[src/fpc_pkg.sv]
`default_nettype none
package fpc_pkg;
	// ==========================================================
	// flash control register field positions
	localparam int CTL_WIDTH = 8;
	localparam int CTL_PROG = 0;
	localparam int CTL_ERASE = 1;
	localparam int CTL_PVER = 2;
	localparam int CTL_EVER = 3;
	localparam logic [7:0] CTL_RESET = 8'h00;
	// ==========================================================
	// block select registers
	localparam int BLK_WIDTH = 8;
	localparam logic [7:0] BLK_RESET = 8'h00;
	// ==========================================================
	// wait-state control register overlay bits
	localparam int OVL_HI = 7;
	localparam int OVL_LO = 6;
	localparam logic [7:0] WSC_RESET = 8'h08;
	// ==========================================================
	// cell array operation modes
	typedef enum logic [2:0] {
		FPC_IDLE,
		FPC_PROG,
		FPC_ERASE,
		FPC_PVERIFY,
		FPC_EVERIFY,
		FPC_PREWRITE
	} fpc_mode_t;
endpackage
`default_nettype wire

[src/fpc_flash_ctrl.sv]
// Summary of operation
// - control bits 3:0 all zero gives prewrite-verify
// - software protection blocks program and erase
// - unselected blocks protected; verify still allowed
// - one overlay bit set blocks program/erase
// - overlay protection disables erase for all blocks
// - no 12 V clears control and selects
// - reset or standby clears control and selects
// - interrupt aborts program or erase immediately
// - abort keeps registers, verify stays usable
// - abort protection lasts until reset only
// - overlay bits 7,6; kept in software standby
`timescale 1ns/1ps
`default_nettype none
module fpc_flash_ctrl
	import fpc_pkg::*;
#(
	parameter int NBLK = 16
)(
	input wire logic clk,
	input wire logic rstn,
	input wire logic programVoltageOk,
	input wire logic standbyEnter,
	input wire logic hwStandby,
	input wire logic irqIn,
	input wire logic ctlWrite,
	input wire logic [fpc_pkg::CTL_WIDTH-1:0] ctlWdata,
	input wire logic blkAWrite,
	input wire logic blkBWrite,
	input wire logic [fpc_pkg::BLK_WIDTH-1:0] blkWdata,
	input wire logic wscWrite,
	input wire logic [7:0] wscWdata,
	input wire logic [$clog2(NBLK)-1:0] blkAddr,
	output logic [fpc_pkg::CTL_WIDTH-1:0] flashControlReg,
	output logic [fpc_pkg::BLK_WIDTH-1:0] blockSelectRegA,
	output logic [fpc_pkg::BLK_WIDTH-1:0] blockSelectRegB,
	output logic [7:0] waitStateControlReg,
	output logic progPulse,
	output logic erasePulse,
	output logic pverifyOn,
	output logic everifyOn,
	output logic prewriteVerifyOn,
	output logic abortLatched
);
	import fpc_pkg::*;

	// ==========================================================
	// reset synchroniser
	logic rstSync1_r, rstSync2_r;
	wire logic srstn = rstSync2_r;
	always_ff @(posedge clk or negedge rstn)
	begin
		if (!rstn)
		begin
			rstSync1_r <= 1'b0;
			rstSync2_r <= 1'b0;
		end
		else
		begin
			rstSync1_r <= 1'b1;
			rstSync2_r <= rstSync1_r;
		end
	end

	// ==========================================================
	// protection decode
	logic [15:0] blkSel;
	logic ovlProtect, blkEnabled, pgmAllowed, eraseAllowed, clearRegs;
	assign blkSel = {blockSelectRegA, blockSelectRegB};
	assign ovlProtect = waitStateControlReg[OVL_HI] ^ waitStateControlReg[OVL_LO];
	assign blkEnabled = blkSel[blkAddr[3:0]];
	// continuous checks; a set bit under protection yields no pulse
	assign pgmAllowed = blkEnabled && !ovlProtect && !abortLatched && !irqIn;
	assign eraseAllowed = (blkSel != 16'h0000) && !ovlProtect
		&& !abortLatched && !irqIn;
	assign clearRegs = !programVoltageOk || standbyEnter || hwStandby;

	// ==========================================================
	// control and block select registers
	always_ff @(posedge clk or negedge rstn)
	begin
		if (!rstn)
		begin
			flashControlReg <= CTL_RESET;
			blockSelectRegA <= BLK_RESET;
			blockSelectRegB <= BLK_RESET;
		end
		else if (!srstn || clearRegs)
		begin
			flashControlReg <= CTL_RESET;
			blockSelectRegA <= BLK_RESET;
			blockSelectRegB <= BLK_RESET;
		end
		else
		begin
			// contents kept after abort
			if (ctlWrite)
				flashControlReg <= ctlWdata;
			if (blkAWrite)
				blockSelectRegA <= blkWdata;
			if (blkBWrite)
				blockSelectRegB <= blkWdata;
		end
	end

	// ==========================================================
	// overlay bits: cleared by reset and hardware standby only
	always_ff @(posedge clk or negedge rstn)
	begin
		if (!rstn)
			waitStateControlReg <= WSC_RESET;
		else if (!srstn || hwStandby)
			waitStateControlReg <= WSC_RESET;
		else if (wscWrite)
			waitStateControlReg <= wscWdata;
	end

	// ==========================================================
	// sticky abort on interrupt during program or erase
	always_ff @(posedge clk or negedge rstn)
	begin
		if (!rstn)
			abortLatched <= 1'b0;
		else if (!srstn)
			abortLatched <= 1'b0;
		else if (irqIn && (progPulse || erasePulse))
			abortLatched <= 1'b1;
	end

	// ==========================================================
	// pulse and verify outputs
	logic progNxt, eraseNxt, verOk;
	assign verOk = programVoltageOk && !clearRegs;
	always_comb
	begin
		progNxt = flashControlReg[CTL_PROG] && pgmAllowed && verOk;
		eraseNxt = flashControlReg[CTL_ERASE] && !flashControlReg[CTL_PROG]
			&& eraseAllowed && verOk;
	end
	always_ff @(posedge clk or negedge rstn)
	begin
		if (!rstn)
		begin
			progPulse <= 1'b0;
			erasePulse <= 1'b0;
			pverifyOn <= 1'b0;
			everifyOn <= 1'b0;
			prewriteVerifyOn <= 1'b0;
		end
		else if (!srstn)
		begin
			progPulse <= 1'b0;
			erasePulse <= 1'b0;
			pverifyOn <= 1'b0;
			everifyOn <= 1'b0;
			prewriteVerifyOn <= 1'b0;
		end
		else
		begin
			progPulse <= progNxt;
			erasePulse <= eraseNxt;
			pverifyOn <= verOk && flashControlReg[CTL_PVER];
			everifyOn <= verOk && flashControlReg[CTL_EVER];
			prewriteVerifyOn <= verOk && (flashControlReg[3:0] == 4'h0);
		end
	end

	// ==========================================================
	// checks
	a_irq_stops_pulse: assert property (@(posedge clk) disable iff (!srstn)
		irqIn |=> !progPulse && !erasePulse)
		else $error("pulse seen after interrupt");
	a_abort_sticky: assert property (@(posedge clk) disable iff (!srstn)
		abortLatched |=> abortLatched)
		else $error("abort state cleared without reset");
	a_abort_no_pulse: assert property (@(posedge clk) disable iff (!srstn)
		$past(abortLatched) |-> !progPulse && !erasePulse)
		else $error("pulse while aborted");
	a_abort_sets: assert property (@(posedge clk) disable iff (!srstn)
		irqIn && (progPulse || erasePulse) |=> abortLatched)
		else $error("abort not latched");
	a_vpp_clears: assert property (@(posedge clk) disable iff (!srstn)
		!programVoltageOk |=> flashControlReg == CTL_RESET && blockSelectRegA == BLK_RESET
			&& blockSelectRegB == BLK_RESET)
		else $error("registers kept without program voltage");
	a_standby_clears: assert property (@(posedge clk) disable iff (!srstn)
		standbyEnter |=> flashControlReg == CTL_RESET ##1 !progPulse && !erasePulse)
		else $error("standby did not clear");
	a_ovl_protect: assert property (@(posedge clk) disable iff (!srstn)
		$past(ovlProtect) |-> !progPulse && !erasePulse)
		else $error("pulse under overlay protection");
	a_blk_protect: assert property (@(posedge clk) disable iff (!srstn)
		$past(blkSel == 16'h0000) |-> !progPulse && !erasePulse)
		else $error("pulse with no block selected");
	a_prewrite: assert property (@(posedge clk) disable iff (!srstn)
		srstn && verOk && flashControlReg[3:0] == 4'h0 |=> prewriteVerifyOn)
		else $error("prewrite verify not entered");
	a_blk_prog: assert property (@(posedge clk) disable iff (!srstn)
		progPulse |-> $past(flashControlReg[CTL_PROG] && blkEnabled))
		else $error("program pulse without enable");
	c_program: cover property (@(posedge clk) disable iff (!srstn) progPulse);
	c_erase: cover property (@(posedge clk) disable iff (!srstn) erasePulse);
	c_abort: cover property (@(posedge clk) disable iff (!srstn) $rose(abortLatched));
	c_verify_after_abort: cover property (@(posedge clk) disable iff (!srstn)
		abortLatched && pverifyOn);
endmodule // fpc_flash_ctrl
`default_nettype wire

[config.mk]
export PLATFORM = sky130hd
export DESIGN_NAME = fpc_flash_ctrl
export DESIGN_NICKNAME = d
export VERILOG_FILES = /design/src/fpc_pkg.sv /design/src/fpc_flash_ctrl.sv
export SDC_FILE = /design/constraint.sdc
export NUM_CORES = 1
export LEC_CHECK = 0
export ABC_AREA = 1
export BUFFER_PORTS_ARGS = -buffer_cell sky130_fd_sc_hd__buf_2
export CORE_ASPECT_RATIO = 0.9
export CORE_MARGIN = 2
export CORE_UTILIZATION = 47
export CTS_BUF_LIST = sky130_fd_sc_hd__clkbuf_16
export DETAILED_ROUTE_END_ITERATION = 8
export PLACE_DENSITY = 0.81
export SLEW_MARGIN = 20
export SYNTH_ARGS = -nofsm -noshare
export SYNTH_HDL_FRONTEND = slang
export SYNTH_SLANG_ARGS = --single-unit
[constraint.sdc]
create_clock -name clk -period 1.4 [get_ports clk]
set_input_delay 0.07 -clock clk [delete_from_list [all_inputs] [get_ports clk]]
set_output_delay 0.07 -clock clk [all_outputs]
set_load 0.05 [all_outputs]
==> results of run 1 <==
critical path: stages (launching register included):
cell,delay (ns)
dfrtp_1,0.34
inv_2,0.05
nor2_4,0.11
nand2_4,0.10
or2_1,0.39
o21ai_2,0.18
power by group through the flow:
stage | logic, mW | clock network, mW | registers, mW
after floorplan | 0.0915 | 0 | 1.27
after global placement | 0.275 | 0 | 1.21
after detailed placement | 0.280 | 0 | 1.21
after CTS | 0.284 | 1.30 | 1.19
after global routing | 0.309 | 1.35 | 1.19
final | 0.283 | 1.28 | 1.19
synthesized netlist by cell type, drive strengths merged:
master	number	area, µm²
nand2	47	184
inv	41	154
dfrtp	39	976
o21ai	31	185
nand3	21	105
nor2	12	52.6
a21oi	8	40.0
nand4	5	31.3
nor3	4	20.0
buf	3	21.3
clkbuf	2	7.51
conb	1	3.75
dfstp	1	26.3
o211ai	1	7.51
or2	1	6.26
xor2	1	8.76
kinds of logic after synthesis:
kind of cell,Yosys count,share of synthesized area (%)
AND/OR/NAND/NOR,90,21.8
buffers and inverters,46,9.99
AO/OA/AOI/OAI,40,12.7
flip-flops,40,54.8
XOR/XNOR,1,0.479
other,1,0.205
metal layers:
layer | up-vias | global-route usage [%]
li1 | 850 | -
met1 | 796 | 27.4
met2 | 88 | 33.8
met3 | 12 | 7.20
met4 | 0 | 9.62
met5 | - | 0
flip-flops by register name, indices dropped and copies added (netlist names):
signal / count
progPulse: 1
waitStateControlReg: 8
blockSelectRegB: 8
rstSync2_r: 1
abortLatched: 1
everifyOn: 1
pverifyOn: 1
prewriteVerifyOn: 1
flashControlReg: 8
erasePulse: 1
rstSync1_r: 1
blockSelectRegA: 8
cell usage in the layout, fill, tap and decap left out, types with 3 or more instances in the layout:
cell type,instances
nand3_1,21
nor2_1,11
nand2_1,46
nor3_1,4
inv_1,39
nand4_1,5
buf_4,3
dfrtp_1,39
a21oi_1,8
clkbuf_16,5
o21ai_0,23
buf_2,75
o21ai_2,8
repair_timing:
| item | CTS | global route |
|---|---|---|
| setup endpoints to repair | 7 | 1 |
| hold endpoints to repair | 15 | 0 |
| pin swaps | 0 | 0 |
| hold buffers | 1 | 0 |
| resized for setup | 1 | 1 |
how the worst max path moves through the flow:
| stage | start | end | slack (ns) | depth (start not counted) |
|---|---|---|---|---|
| finish | rstSync2_r | flashControlReg[1] | 0.14 | 5 |
| CTS | rstSync2_r | flashControlReg[1] | 0.14 | 5 |
| floorplan | abortLatched | progPulse | 0.18 | 5 |
| global route | rstSync2_r | blockSelectRegA[1] | 0.05 | 6 |
| global placement | rstSync2_r | flashControlReg[1] | 0.07 | 5 |
| detailed placement | rstSync2_r | flashControlReg[1] | -0.005 | 5 |
final cells by class:
| type | count | area (µm²) |
|---|---|---|
| Fill cell | 321 | 1280 |
| Clock inverter | 3 | 42.5 |
| Clock buffer | 5 | 125 |
| Timing Repair Buffer | 80 | 428 |
| Inverter | 41 | 155 |
| Multi-Input combinational cell | 132 | 644 |
| Tap cell | 46 | 57.6 |
| Sequential cell | 40 | 1000 |
==> impl_metrics.ini, run 1 <==
[global_route]
grt_pass1_vias = 1582
grt_max_degree = 25
antenna_found_initial = 0
grt_pass1_wl_um = 7310
grt.total_usage_pct = 21.6
overflow = 0

[cts]
clkLatencyLatePin_ns = 0.28
cts_tree = yes
postCtsSetupBuffers = 0
clock_path_buffers = 2
clk_pin_slew_worst_paths_ns = 0.06
cts_buffers = 5
cts_num_sinks = 40
ctsHtreeMaxLevel = 2
cts_root_buffer = clkbuf_16

[place]
dpl.hpwl_um = 3390
portBuffers = 75
place_area_um2 = 2280
dp_cells = 338
dp_slack_ns = -0.00501
globalplace.congestion = 0.907

[sta]
final_max_slew_viol_count = 0
hold-worst-slack_ns = 0.0103
rsz0062_at_grt = false
finalCritPeriodShare_pct = 89.6
skew_ns = 0.00229
finalSetupTns_ns = 0
hold_viol = 0
fmax_mhz = 797
setup_ws_ns = 0.145
min_period_ns = 1.26
setup_viol = 0

[drt]
vias = 1746
drt_iter0_markers = 200
drt-met1-wl_um = 1930
route.detailed.drc = 0
wl_met2_um = 2190
wl_um = 4620
drtPass1Iterations = 4
avgRoutedWirePerCell_um = 13.3
postRouteAntennaNets = 0
drt-vias-per-instance = 5.03
maxUsedRoutingLayer = met4
wl_met3_um = 424

[final_layout]
antenna_cells = 0
nets = 338
drive_gt1_share_pct = 32.9
syn2layout_area_growth_pct = 34.2
finalCoreUtilization_pct = 65.8
final_area_um2 = 2450
finalNonFillerCells = 347

[worst_setup_path]
critPathCaptureType = flop
regToRegSetupSlack_ns = 0.14
rr_worst_depth = 5
r2r_end = flashControlReg[1]
crit_fanout = 9
r2r_start = rstSync2_r
worstPathRequired_ns = 1.61
crit_type = flop to flop
startpoint_type = flop
crit_arrival_ns = 1.46

[hold_path]
hold_depth = 3
hold_path_startpoint = wscWdata[0]
hold_class = input port to flop
hold_end = waitStateControlReg[0]

[power]
power_mw = 2.76
vdd_ir_drop_max_mv = 0.848
p_int_mw = 2.11
power_density_nw_per_um2 = 1120
seqPwrFrac_pct = 43.1
power.switching_mw = 0.652
swShare_pct = 23.6
leakage_nw = 1.38
combPwrFrac_pct = 10.3
clockPowerShare_pct = 46.6

[logic_synthesis]
synthCells = 218
ys.warnings.count = 0
synth_fp_nets = 256
syn_area_um2 = 1830
ys_seq_area_share_pct = 54.8
synth.avg_cell_area_um2 = 8.39
synth_cell_types = 21
ys_seq_elements = 40

[die]
core_area_um2 = 3730
row_count = 21
ioPinCount = 76
die_h_um = 63.2
die_x_um = 69.8
fp.dieArea_um2 = 4410
initial_utilization_pct = 49.0

[flow_run]
cap_violations = 0

[outcome]
status = completed
Power figures use the tool's default switching activity.
==> run 2: changes to the inputs <==
- PLACE_DENSITY: 0.81 -> 0.84
==> impl_metrics.ini, run 2 (synthesized netlist as in run 1, its figures left out) <==
[outcome]
status = completed

[power]
combPwrFrac_pct = 11.1
power_density_nw_per_um2 = 1050
vdd_ir_drop_max_mv = 0.863
swShare_pct = 24.9
seqPwrFrac_pct = 46.7
p_int_mw = 1.91
power_mw = 2.55
leakage_nw = 1.38
power.switching_mw = 0.633
clockPowerShare_pct = 42.2

[worst_setup_path]
worstPathRequired_ns = 1.60
path_buf_inv = 1
critPathCaptureType = flop
crit_arrival_ns = 1.46
max_stage_delay_ns = 0.40
crit_path_start = rstSync2_r
r2r_end = flashControlReg[0]
crit_type = flop to flop
r2r_start = rstSync2_r
cp_cell_sequence = inv_2, nor2_4, nand2_4, or2_1, o21ai_2
startpoint_type = flop
crit_fanout = 9
path_delay_family = simple AND/OR/NAND/NOR gates
rr_worst_depth = 5
critical_path_cell_count = 5
crit_path_end = flashControlReg[0]
critPathSlowestCell = or2_1
regToRegSetupSlack_ns = 0.15

[die]
row_count = 21
die_x_um = 69.8
ioPinCount = 76
initial_utilization_pct = 49.0
fp.dieArea_um2 = 4410
die_h_um = 63.2
core_area_um2 = 3730

[cts]
clock_path_buffers = 2
cts_tree = yes
clk_pin_slew_worst_paths_ns = 0.05
cts_root_buffer = clkbuf_16
cts_num_sinks = 40
ctsHtreeMaxLevel = 2
clkLatencyLatePin_ns = 0.28
cts_buffers = 5
postCtsSetupBuffers = 0

[drt]
route.detailed.drc = 0
drtPass1Iterations = 4
drt-met1-wl_um = 1960
wl_met3_um = 369
wl_met2_um = 2180
avgRoutedWirePerCell_um = 13.3
drt_iter0_markers = 160
drt-vias-per-instance = 5.08
maxUsedRoutingLayer = met4
wl_um = 4600
vias = 1764
postRouteAntennaNets = 0

[global_route]
grt_max_degree = 25
grt_pass1_wl_um = 7710
grt.total_usage_pct = 22.4
grt_pass1_vias = 1678
antenna_found_initial = 0
overflow = 0

[final_layout]
drive_gt1_share_pct = 32.6
syn2layout_area_growth_pct = 32.5
antenna_cells = 0
final_common_cell = buf_2
nets = 338
finalNonFillerCells = 347
layout_common_cells = buf_2, nand2_1, inv_1
nFillCells = 321

[sta]
skew_ns = 0.00547
rsz0062_at_grt = false
setup_viol = 0
final_max_slew_viol_count = 0
finalCritPeriodShare_pct = 89.5
min_period_ns = 1.25
hold_viol = 0
hold-worst-slack_ns = 0.00975
setup_ws_ns = 0.147
fmax_mhz = 798
finalSetupTns_ns = 0

[place]
globalplace.congestion = 0.813
dp_slack_ns = -0.0161
portBuffers = 75
dpl.hpwl_um = 3460
dp_cells = 338

[hold_path]
hold_class = input port to flop

[flow_run]
cap_violations = 0
-- run 2: routing by layer --
metal	vias up	global-route usage [%]
met5	-	0
met4	0	9.62
met3	9	5.12
met2	80	35.6
met1	823	29.7
li1	852	-
-- run 2: worst min-delay path by stage --
stage | from | to | slack [ns] | depth (start not counted)
finish | wscWdata[1] | waitStateControlReg[1] | 0.01 | 3
global route | wscWdata[6] | waitStateControlReg[6] | 0.02 | 3
floorplan | rstn | abortLatched | -0.23 | 0
global placement | rstn | prewriteVerifyOn | 0.02 | 1
detailed placement | rstn | erasePulse | 0.03 | 1
CTS | wscWdata[1] | waitStateControlReg[1] | 0.01 | 3
-- run 2: layout make-up --
cell class	count	area [µm²]	share of cell area [%]
multi-input combinational	132	644	26.6
tap	46	57.6	2.37
sequential	40	1000	41.4
timing repair buffer	80	428	17.7
clock buffer	5	125	5.16
clock inverter	3	12.5	0.516
inverter	41	154	6.35
-- run 2: through the flow --
step	cell area [µm²]	util, %
6_report	2420	65.0
3_5_place_dp	2280	61.0
3_3_place_gp	2280	61.0
4_1_cts	2420	65.0
2_1_floorplan	1830	-
5_1_grt	2420	65.0
-- run 2: tightest hold or removal path: stages --
cell and delay (ns):
buf_2 0.09, inv_1 0.04, a21oi_1 0.05
-- run 2: repair_timing --
item,in CTS,in global routing
hold endpoints to repair,16,0
hold buffers,1,0
setup endpoints to repair,8,0
gates resized for setup,1,0
-- run 2: power groups by stage --
stage	Clock, mW	Combinational [mW]	Sequential [mW]
5_1_grt	1.14	0.310	1.19
4_1_cts	1.07	0.284	1.19
3_5_place_dp	0	0.281	1.21
2_1_floorplan	0	0.0915	1.27
3_3_place_gp	0	0.275	1.21
6_report	1.07	0.282	1.19
==> run 3: changes to the inputs <==
- CORE_UTILIZATION: 47 -> 45
- PLACE_DENSITY: 0.84 -> 0.81
==> impl_metrics.ini, run 3 (synthesized netlist as in run 1, its figures left out) <==
[sta]
maxSlewHeadroom_pct = 66.1
hold-worst-slack_ns = 0.0168
worst_pin_slew_ns = 0.508
rsz0062_at_grt = false
finalCritPeriodShare_pct = 89.7
skew_ns = 0.00485
fmax_mhz = 797
final_max_slew_viol_count = 0
hold_viol = 0
setup_ws_ns = 0.145
min_period_ns = 1.26
setup_viol = 0
finalSetupTns_ns = 0

[cts]
cts_tree = yes
postCtsSetupBuffers = 0
cts_num_sinks = 40
clkLatencyLatePin_ns = 0.27
cts_root_buffer = clkbuf_16
clock_path_buffers = 2
ctsHtreeMaxLevel = 2
cts_buffers = 5
clk_pin_slew_worst_paths_ns = 0.06

[power]
leakage_nw = 1.37
power_density_nw_per_um2 = 1040
power_mw = 2.51
vdd_ir_drop_max_mv = 0.654

[final_layout]
drive_gt1_share_pct = 32.6
syn2layout_area_growth_pct = 31.8
nFillCells = 323
antenna_cells = 0
layout_common_cells = buf_2, nand2_1, inv_1
nets = 338
final_common_cell = buf_2
finalNonFillerCells = 347

[flow_run]
cap_violations = 0

[global_route]
busiest_layer = met2
grt_pass1_vias = 1662
grt_use_met2_pct = 34.4
overflow = 0
grt_pass1_wl_um = 7690
grt_max_degree = 41
grt.total_usage_pct = 21.4
grt_use_met1_pct = 28.7
grtUsageMet3_pct = 4.35
antenna_found_initial = 0

[drt]
route.detailed.drc = 0
vias = 1737
drtPass1Iterations = 5
postRouteAntennaNets = 0
wl_um = 4620
drt-vias-per-instance = 5.01
avgRoutedWirePerCell_um = 13.3
drt_iter0_markers = 187

[hold_path]
hold_path_startpoint = wscWdata[0]
hold_class = input port to flop

[die]
die_h_um = 64.5
ioPinCount = 76
row_count = 21
die_x_um = 71.2
initial_utilization_pct = 48.0
fp.dieArea_um2 = 4590
core_area_um2 = 3810

[place]
dp_slack_ns = 0.0147
portBuffers = 75
globalplace.congestion = 0.887
dp_cells = 338
dpl.hpwl_um = 3370

[worst_setup_path]
crit_arrival_ns = 1.45
startpoint_type = flop
cp_cell_sequence = inv_2, nor2_4, nand2_4, or2_1, o21ai_2
path_delay_family = simple AND/OR/NAND/NOR gates
max_stage_delay_ns = 0.39
crit_type = flop to flop
crit_path_start = rstSync2_r
path_buf_inv = 1
critPathCaptureType = flop
worstPathRequired_ns = 1.60
crit_fanout = 9
critPathSlowestCell = or2_1
r2r_start = rstSync2_r

[outcome]
status = completed
==> run 3: changes by cell type in the layout (fill, tap and decap cells not counted) <==
| cell | before | now |
|---|---|---|
| buf_12 | 1 | 0 |
| buf_4 | 3 | 4 |
==> run 3: final cells by class <==
| cell class | count | area, µm² | area share [%] |
|---|---|---|---|
| clock buffers | 5 | 125 | 5.19 |
| repair buffers | 80 | 415 | 17.2 |
| flip-flops and latches | 40 | 1000 | 41.6 |
| multi-input cells | 132 | 644 | 26.7 |
| clock inverters | 3 | 12.5 | 0.519 |
| inverters | 41 | 154 | 6.38 |
| well taps | 46 | 57.6 | 2.39 |
==> run 3: per-layer routing <==
metal / vias up / wire length [µm] / part of all wire [%]
met5: - / 0 / 0
met4: 0 / 80 / 1.7
met3: 10 / 273 / 5.9
met2: 67 / 2240 / 49
met1: 805 / 2020 / 44
li1: 855 / - / -
==> run 3: path summary, 6_finish.rpt <==
kind                                           to  slack [ns]  cells after the start
max in group asynchronous      flashControlReg[6]        0.65                      3
min in group asynchronous      blockSelectRegA[6]        0.38                      3
min reg2reg                            rstSync2_r        0.36                      0
max reg2reg                    flashControlReg[1]        0.14                      5
max                            flashControlReg[1]        0.14                      5
min                        waitStateControlReg[0]        0.02                      3
==> run 3: per-stage QoR <==
step | area [µm²] | util [%]
6_report | 2410 | 63.3
5_1_grt | 2410 | 63.3
4_1_cts | 2410 | 63.3
3_5_place_dp | 2260 | 59.4
3_3_place_gp | 2260 | 59.4
2_1_floorplan | 1830 | -
==> run 3: repair_timing <==
item                       in CTS  in global routing
setup endpoints to repair       2                  0
hold endpoints to repair       39                  0
hold buffers                    1                  0
gates resized for setup         1                  0
==> run 3: worst min-delay path: cells and delay by family <==
kind                   cells  cell delay (ns)
buffers and inverters      2             0.13
AOI/OAI and AO/OA          1             0.05
==> run 3: where the power goes <==
| group | internal, mW | switching, mW |
|---|---|---|
| logic | 0.0880 | 0.192 |
| registers | 1.18 | 0.0125 |
| clock network | 0.642 | 0.402 |
| total | 1.91 | 0.606 |
